### src/shared/ushdp_pkg.sv
// constants and carriers for the shadow data-port alias block
// assumes a 32-bit APB address space and a 125 MHz mclk
package ushdp_pkg;
  localparam logic [31:0] ALIAS7_ADDR     = 32'h5002_014C;
  localparam int          ALIAS7_INDEX    = 7;
  localparam int          ALIAS_COUNT     = 16;
  localparam logic [31:0] ALIAS_BASE      = ALIAS7_ADDR - 32'(ALIAS7_INDEX * 4);
  localparam logic [31:0] ALIAS_END       = ALIAS_BASE + 32'(ALIAS_COUNT * 4);
  localparam logic [31:0] LINE_STATUS_ADDR  = 32'h5002_0200;
  localparam logic [31:0] FIFO_CONTROL_ADDR = 32'h5002_0204;
  localparam logic [31:0] INT_STATUS_ADDR   = 32'h5002_0208;
  localparam logic [31:0] INT_MASK_ADDR     = 32'h5002_020C;
  // line_status fields
  localparam int LS_RX_VALID   = 0;
  localparam int LS_OVERRUN    = 1;
  localparam int LS_TX_EMPTY   = 5;
  // fifo_control fields
  localparam int FC_FIFO_EN    = 0;
  // int status / mask fields
  localparam int IS_RX_OVERRUN = 0;
  localparam int IS_TX_DROP    = 1;
  localparam int IS_RX_ARRIVE  = 2;
  localparam int IS_WIDTH      = 3;
  localparam logic [31:0] DATA_RESET = 32'h0000_0000;
  localparam int          FIFO_DEPTH = 16;
  typedef struct packed {
    logic       valid;
    logic [7:0] data;
  } ushdp_char_t;
endpackage : ushdp_pkg

### src/hw/ushdp_data_port.sv
// shadow data-port alias: sixteen apb words onto receive fifo and transmit fifo
// assumes receiver and serializer run on mclk; rx_char is a one-cycle strobe
//
// The APB register port was left to the implementer.
`timescale 1ns/1ps
`default_nettype none

////////////////////////////////////////////////////////////////////////////////
module ushdp_fifo
  import ushdp_pkg::*;
#(
  parameter int DEPTH = FIFO_DEPTH,
  parameter int CW    = $clog2(DEPTH + 1)
) (
  input  wire logic          clk,
  input  wire logic          rst_n,
  input  wire logic          single,
  input  wire logic          flush,
  input  wire logic          push,
  input  wire logic [7:0]    push_data,
  input  wire logic          pop,
  output logic      [7:0]    head,
  output logic      [CW-1:0] count,
  output logic               overflow
);
  localparam int PW = (DEPTH > 1) ? $clog2(DEPTH) : 1;
  logic [7:0]    mem [DEPTH];
  logic [PW-1:0] wr_ptr;
  logic [PW-1:0] rd_ptr;
  logic [PW-1:0] next_wr_ptr;
  logic [PW-1:0] next_rd_ptr;
  logic [CW-1:0] next_count;
  logic          pop_eff;
  logic          wr_en;
  logic [PW-1:0] wr_addr;
  function automatic logic [PW-1:0] ptr_inc(input logic [PW-1:0] p);
    ptr_inc = (p == PW'(DEPTH - 1)) ? '0 : p + 1'b1;
  endfunction
  assign head = mem[single ? '0 : rd_ptr];
  always_comb begin
    pop_eff     = pop && (count != '0);
    // fifo off: the one slot is always written, so the last char wins
    wr_en       = push && (single || (count != CW'(DEPTH)));
    wr_addr     = single ? '0 : wr_ptr;
    overflow    = push && (single ? (count != '0 && !pop_eff) : (count == CW'(DEPTH)));
    next_wr_ptr = wr_ptr;
    next_rd_ptr = rd_ptr;
    next_count  = count;
    if (flush) begin
      next_wr_ptr = '0;
      next_rd_ptr = '0;
      next_count  = '0;
    end else if (single) begin
      if (push) begin
        next_count = CW'(1);
      end else if (pop_eff) begin
        next_count = '0;
      end
    end else begin
      if (wr_en) begin
        next_wr_ptr = ptr_inc(wr_ptr);
      end
      if (pop_eff) begin
        next_rd_ptr = ptr_inc(rd_ptr);
      end
      next_count = CW'(count + CW'(wr_en) - CW'(pop_eff));
    end
  end
  always_ff @(posedge clk or negedge rst_n) begin
    if (!rst_n) begin
      wr_ptr <= '0;
      rd_ptr <= '0;
      count  <= '0;
    end else begin
      wr_ptr <= next_wr_ptr;
      rd_ptr <= next_rd_ptr;
      count  <= next_count;
    end
  end
  // storage clears on reset so an early alias read shows the reset byte
  always_ff @(posedge clk or negedge rst_n) begin
    if (!rst_n) begin
      mem <= '{default: 8'h00};
    end else if (wr_en && !flush) begin
      mem[wr_addr] <= push_data;
    end
  end
endmodule : ushdp_fifo

////////////////////////////////////////////////////////////////////////////////
module ushdp_data_port
  import ushdp_pkg::*;
#(
  parameter int RX_DEPTH = FIFO_DEPTH,
  parameter int TX_DEPTH = FIFO_DEPTH
) (
  input  wire logic        mclk,
  input  wire logic        rst_n,
  input  wire logic [31:0] paddr,
  input  wire logic        psel,
  input  wire logic        penable,
  input  wire logic        pwrite,
  input  wire logic [31:0] pwdata,
  input  wire logic [3:0]  pstrb,
  output logic             pready,
  output logic      [31:0] prdata,
  output logic             pslverr,
  input  wire ushdp_char_t rx_char,
  input  wire logic        tx_req,
  output ushdp_char_t      tx_char,
  output logic             irq
);
  localparam int RCW = $clog2(RX_DEPTH + 1);
  localparam int TCW = $clog2(TX_DEPTH + 1);
  typedef enum logic [1:0] {
    ST_IDLE = 2'b01,
    ST_ACK  = 2'b10
  } ushdp_state_t;
  logic                rst_meta_n;
  logic                rst_sync_n;
  ushdp_state_t        state;
  ushdp_state_t        next_state;
  logic [31:0]         next_prdata;
  logic                next_pslverr;
  logic                fifo_en;
  logic                next_fifo_en;
  logic                ls_overrun;
  logic                next_ls_overrun;
  logic [IS_WIDTH-1:0] int_status;
  logic [IS_WIDTH-1:0] next_int_status;
  logic [IS_WIDTH-1:0] int_mask;
  logic [IS_WIDTH-1:0] next_int_mask;
  ushdp_char_t         next_tx_char;
  logic                next_irq;
  logic                done;
  logic                rd_done;
  logic                wr_done;
  logic                alias_sel;
  logic                flush;
  logic                rx_pop;
  logic                tx_push;
  logic                tx_pop;
  logic [7:0]          rx_head;
  logic [7:0]          tx_head;
  logic [RCW-1:0]      rx_count;
  logic [TCW-1:0]      tx_count;
  logic                rx_overflow;
  logic                tx_overflow;
  logic                rx_valid_flag;
  logic                tx_empty_flag;
  logic [31:0]         line_status_word;
  function automatic logic is_alias(input logic [31:0] a);
    is_alias = (a >= ALIAS_BASE) && (a < ALIAS_END) && (a[1:0] == 2'b00);
  endfunction
  //////////////////////////////////////////////////////////////////////////////
  // reset release through two flops
  always_ff @(posedge mclk or negedge rst_n) begin
    if (!rst_n) begin
      rst_meta_n <= 1'b0;
      rst_sync_n <= 1'b0;
    end else begin
      rst_meta_n <= 1'b1;
      rst_sync_n <= rst_meta_n;
    end
  end

  //////////////////////////////////////////////////////////////////////////////
  // data path
  assign alias_sel     = is_alias(paddr);
  assign done          = psel && penable && pready;
  assign rd_done       = done && !pwrite && alias_sel;
  assign wr_done       = done && pwrite && alias_sel && pstrb[0];
  assign rx_valid_flag = (rx_count != '0);
  assign tx_empty_flag = (tx_count != '0) ? 1'b0 : 1'b1;
  // popping an empty receiver is ignored, the flag decides what counts
  assign rx_pop        = rd_done && rx_valid_flag;
  assign tx_push       = wr_done;
  assign tx_pop        = tx_req && (tx_count != '0);
  // switching fifo mode empties both sides so no stale char leaks across
  assign flush         = done && pwrite && (paddr == FIFO_CONTROL_ADDR) && pstrb[0]
                         && (pwdata[FC_FIFO_EN] != fifo_en);

  ushdp_fifo #(
    .DEPTH (RX_DEPTH)
  ) u_rx_fifo (
    .clk       (mclk),
    .rst_n     (rst_sync_n),
    .single    (!fifo_en),
    .flush     (flush),
    .push      (rx_char.valid),
    .push_data (rx_char.data),
    .pop       (rx_pop),
    .head      (rx_head),
    .count     (rx_count),
    .overflow  (rx_overflow)
  );
  ushdp_fifo #(
    .DEPTH (TX_DEPTH)
  ) u_tx_fifo (
    .clk       (mclk),
    .rst_n     (rst_sync_n),
    .single    (!fifo_en),
    .flush     (flush),
    .push      (tx_push),
    .push_data (pwdata[7:0]),
    .pop       (tx_pop),
    .head      (tx_head),
    .count     (tx_count),
    .overflow  (tx_overflow)
  );
  always_comb begin
    line_status_word              = '0;
    line_status_word[LS_RX_VALID] = rx_valid_flag;
    line_status_word[LS_OVERRUN]  = ls_overrun;
    line_status_word[LS_TX_EMPTY] = tx_empty_flag;
  end

  //////////////////////////////////////////////////////////////////////////////
  // apb slave: one wait state, answer registered
  always_comb begin
    next_state   = state;
    next_prdata  = prdata;
    next_pslverr = pslverr;
    unique case (state)
      ST_IDLE: begin
        if (psel && penable) begin
          next_state   = ST_ACK;
          next_prdata  = '0;
          next_pslverr = 1'b0;
          if (alias_sel) begin
            // stale byte is shown when empty; the flag tells it apart
            next_prdata[7:0] = pwrite ? 8'h00 : rx_head;
          end else if (paddr == LINE_STATUS_ADDR) begin
            next_prdata = pwrite ? '0 : line_status_word;
          end else if (paddr == FIFO_CONTROL_ADDR) begin
            next_prdata[FC_FIFO_EN] = pwrite ? 1'b0 : fifo_en;
          end else if (paddr == INT_STATUS_ADDR) begin
            next_prdata[IS_WIDTH-1:0] = pwrite ? '0 : int_status;
          end else if (paddr == INT_MASK_ADDR) begin
            next_prdata[IS_WIDTH-1:0] = pwrite ? '0 : int_mask;
          end else begin
            next_pslverr = 1'b1;
          end
        end
      end
      ST_ACK: begin
        next_state   = ST_IDLE;
        next_prdata  = '0;
        next_pslverr = 1'b0;
      end
    endcase
  end
  always_ff @(posedge mclk or negedge rst_sync_n) begin
    if (!rst_sync_n) begin
      state   <= ST_IDLE;
      pready  <= 1'b0;
      prdata  <= DATA_RESET;
      pslverr <= 1'b0;
    end else begin
      state   <= next_state;
      pready  <= (next_state == ST_ACK);
      prdata  <= next_prdata;
      pslverr <= next_pslverr;
    end
  end

  //////////////////////////////////////////////////////////////////////////////
  // control, status, interrupts, transmit hand-off
  always_comb begin
    next_fifo_en    = fifo_en;
    next_int_mask   = int_mask;
    next_int_status = int_status;
    next_ls_overrun = ls_overrun;
    if (done && pwrite && pstrb[0]) begin
      if (paddr == FIFO_CONTROL_ADDR) begin
        next_fifo_en = pwdata[FC_FIFO_EN];
      end
      if (paddr == INT_MASK_ADDR) begin
        next_int_mask = pwdata[IS_WIDTH-1:0];
      end
      if (paddr == INT_STATUS_ADDR) begin
        next_int_status = int_status & ~pwdata[IS_WIDTH-1:0];
      end
    end
    if (done && !pwrite && (paddr == LINE_STATUS_ADDR)) begin
      next_ls_overrun = 1'b0;
    end
    // sets come last so an event in the clearing cycle survives
    if (rx_overflow) begin
      next_ls_overrun                = 1'b1;
      next_int_status[IS_RX_OVERRUN] = 1'b1;
    end
    if (tx_overflow && fifo_en) begin
      next_int_status[IS_TX_DROP] = 1'b1;
    end
    if (rx_char.valid) begin
      next_int_status[IS_RX_ARRIVE] = 1'b1;
    end
    next_irq          = |(next_int_status & next_int_mask);
    next_tx_char.valid = tx_pop;
    next_tx_char.data  = tx_pop ? tx_head : tx_char.data;
  end
  always_ff @(posedge mclk or negedge rst_sync_n) begin
    if (!rst_sync_n) begin
      fifo_en    <= 1'b0;
      int_mask   <= '0;
      int_status <= '0;
      ls_overrun <= 1'b0;
      irq        <= 1'b0;
      tx_char    <= '0;
    end else begin
      fifo_en    <= next_fifo_en;
      int_mask   <= next_int_mask;
      int_status <= next_int_status;
      ls_overrun <= next_ls_overrun;
      irq        <= next_irq;
      tx_char    <= next_tx_char;
    end
  end
endmodule : ushdp_data_port

`default_nettype wire

### config.mk
export PLATFORM = sky130hd
export DESIGN_NAME = ushdp_data_port
export DESIGN_NICKNAME = d
export VERILOG_FILES = /design/src/shared/ushdp_pkg.sv /design/src/hw/ushdp_data_port.sv
export SDC_FILE = /design/constraint.sdc
export NUM_CORES = 1
export LEC_CHECK = 0
export BUFFER_PORTS_ARGS = -buffer_cell sky130_fd_sc_hd__buf_2
export CAP_MARGIN = 20
export CORE_MARGIN = 4
export CORE_UTILIZATION = 60
export DETAILED_ROUTE_END_ITERATION = 10
export PLACE_DENSITY = 0.78
export REMOVE_ABC_BUFFERS = 1
export SETUP_SLACK_MARGIN = 0.1
export SYNTH_ARGS = -nofsm -noshare
export SYNTH_HDL_FRONTEND = slang
export SYNTH_HIERARCHICAL = 1
export SYNTH_SLANG_ARGS = --single-unit
### constraint.sdc
create_clock -name mclk -period 11.35 [get_ports mclk]
set_input_delay 2.27 -clock mclk [delete_from_list [all_inputs] [get_ports mclk]]
set_output_delay 2.27 -clock mclk [all_outputs]
set_load 0.005 [all_outputs]
==> results.cfg <==
[status]
status = complete, no violations

[synthesis]
synth_warnings = 6
seq_area_frac_synth_pct = 49.64
synth_cell_types = 80
ys_seq_elements = 314
synth_top_cell_area_share_pct = 49.48
synth_area_leader_cell = dfrtp_1
synth_cells = 1326
syn_area_um2 = 15830
synth.avg_cell_area_um2 = 11.94
synthFlopType = dfrtp_1
synth.area.top_cells = dfrtp_1 49%, mux2_2 18%, mux2i_1 5.5%
synth_edf_count = 0
synthArstFlopShare_pct = 100.0

[floorplan]
core_area_um2 = 25980
row_count = 59
io_pins = 127
die-area_um2 = 29050
chipWidth_um = 170.4
die_h_um = 170.4
initial_utilization_pct = 60.92

[clock_network]
insertion_delay_ns = 0.52
cts_resized = 0
postCtsHoldBufs = 0
cts.sinks = 314
h-tree-depth = 2
cts_buffers = 35
post_cts_buffers = 0
clkTransAtPathRegs_ns = 0.06
clockBufferDepth = 3
cts_tree = built
cts_root_buf = clkbuf_16

[power]
power.leakage_nw = 8.221
ir_drop_v = 0.0001356
p_per_area_nw_per_um2 = 133.8

[final_layout]
final_cell_area_um2 = 17390
diodes = 0
drive_gt1_share_pct = 31.86
area_delta_synth_final_pct = 9.856
fin_nets = 1479

[drt]
dr.pass1.iters = 5
drc = 0
drtIter0Drc = 925
vias = 10790
ant_nets = 0
viasPerCell = 6.217
wl_per_cell_um = 20.83
wl_um = 36140

[timing]
finalSetupViolCount = 0
fin_crit_sh_pct = 53.86
fin_ws_ns = 5.237
relSlewSlack_pct = 36.27
max_freq_mhz = 163.6
fin_crit_ns = 6.113
slew_violations = 0
rsz0062_at_grt = no
worst-slew-pin-transition_ns = 0.9540
final_hold_viol_count = 0
tns_ns = 0
fin_skew_ns = 0.02048

[setup_path]
path_class = in2reg
reg2reg_to = u_tx_fifo/count[4]
reg2reg_slack_ns = 7.25
critPathMaxFanout = 4
r2r_start = u_tx_fifo/count[1]
crit_path_end = u_rx_fifo/count[4]
cp.arrival_ns = 6.56
worstPathCellList = buf_2 -> nor4_1 -> nand2_1 -> or3_4 -> or4_4 -> nor4_2 -> inv_1 -> nor2_1 -> ha_1 -> inv_1 -> ha_1 -> inv_1 -> fa_1 -> nand2b_1 -> a21oi_1 -> o21ai_0 -> a2111oi_0 -> a21o_1
path_depth = 18
crit_path_end_kind = flop
crit_family = simple AND/OR/NAND/NOR gates
start_kind = primary input
cp_slowest_cell = or4_4
max_stage_delay_ns = 0.59
path_buf_inv = 4
worstPathRequired_ns = 11.79
r2r_cells = 16
cpMostUsedCell = inv_1
worstSetupStartpoint = paddr[22]

[placement]
dp_hpwl_um = 23890
gp_congestion = 0.8583
post-place-ws_ns = 4.805
portBuffers = 75
postPlaceCellArea_um2 = 16320

[hold_path]
hold_class = reg2reg
min-delay-start = rst_meta_n

[run]
maxCapViolCount = 0

[global_routing]
grt_pass1_vias = 11200
gr-total-overflow = 0
grt_use_total_pct = 25.17
grt_pass1_wl_um = 59150
grt_max_degree = 172
antenna_found_initial = 0
-- cell usage in the layout (no fill, tap or decap), types with 9 or more instances in the layout --
master,Yosys,routed
dfrtp_1,313,310
mux2_2,252,252
nor2_1,101,100
mux2i_1,87,87
buf_2,23,75
nand2_1,70,70
a21oi_1,47,47
o22ai_1,39,39
clkbuf_16,0,36
inv_1,35,34
a211o_1,32,32
conb_1,2,25
nand2b_1,22,22
a211oi_1,20,20
ha_1,16,16
o21ai_0,12,12
nand2_2,11,11
clkbuf_1,35,10
nor3_1,9,9
buf_4,26,9
-- logic make-up (layout without fill, tap and decap cells) --
logic type      Yosys count  after routing  synth area share (%)
simple gates            293            293                 10.47
compound gates          214            214                 9.682
other cells               2             25               0.04744
mux                     347            347                 24.19
buf+inv                 129            180                 3.952
flops                   314            314                 49.64
xor+xnor                  9              9                0.4980
fa+ha+maj                18             18                 1.518
-- Yosys cell counts (all sizes together) (16+ instances only) --
cell type / n
nor2: 106
nand2: 82
dfrtp: 313
nand2b: 22
mux2i: 87
inv: 35
o22ai: 39
mux2: 260
a21oi: 47
buf: 58
a211o: 32
clkbuf: 35
ha: 16
a211oi: 20
nor3: 16
-- state kept, by name, indices dropped and copies added, names as in the netlist, 2 cells and up --
name              count
u_tx_fifo/rd_ptr      4
tx_char               9
state                 2
prdata                8
u_rx_fifo/count       5
u_tx_fifo/wr_ptr      4
u_rx_fifo/rd_ptr      4
int_status            3
u_tx_fifo/count       5
int_mask              3
u_tx_fifo/mem       128
u_rx_fifo/wr_ptr      4
u_rx_fifo/mem       128
-- layer usage --
layer / global-route usage, % / up-vias / routed length, um
li1: - / 4865 / -
met1: 32.59 / 5490 / 15150
met2: 43.41 / 341 / 18150
met3: 3.298 / 90 / 1599
met4: 9.514 / 0 / 1244
met5: 0 / - / 0
-- cell type report --
class / count / area, um2
inverters: 36 / 135.1
well taps: 335 / 419.2
clock inverters: 7 / 52.55
flip-flops and latches: 314 / 7865
clock buffers: 52 / 1021
fillers: 1923 / 8594
multi-input cells: 906 / 7435
repair buffers: 85 / 462.9
-- how the worst min path moves through the flow --
stage,cells past startpoint,slack (ns),end
6_report,0,0.35,rst_sync_n
5_1_grt,0,0.36,rst_sync_n
4_1_cts,0,0.36,rst_sync_n
2_1_floorplan,0,0.33,rst_sync_n
3_5_place_dp,0,0.34,rst_sync_n
3_3_place_gp,0,0.34,rst_sync_n
-- report_power, final --
part | internal, mW | switching [mW] | total (mW)
combinational | 0.0395 | 0.0823 | 0.122
sequential | 1.13 | 0.0132 | 1.14
clock | 0.622 | 0.438 | 1.06
-- per-stage QoR --
| stage | utilization (%) | hold slack, ns | cells | total power [mW] |
|---|---|---|---|---|
| after floorplan | - | 0.3312 | 1256 | 1.229 |
| after global placement | 62.79 | 0.3395 | 1676 | 1.281 |
| after detailed placement | 62.79 | 0.3410 | 1676 | 1.286 |
| after CTS | 66.93 | 0.3556 | 1735 | 2.345 |
| after global routing | 66.93 | 0.3583 | 1735 | 2.411 |
| final | 66.93 | 0.3534 | 1735 | 2.327 |
(Power assumes the default switching activity.)
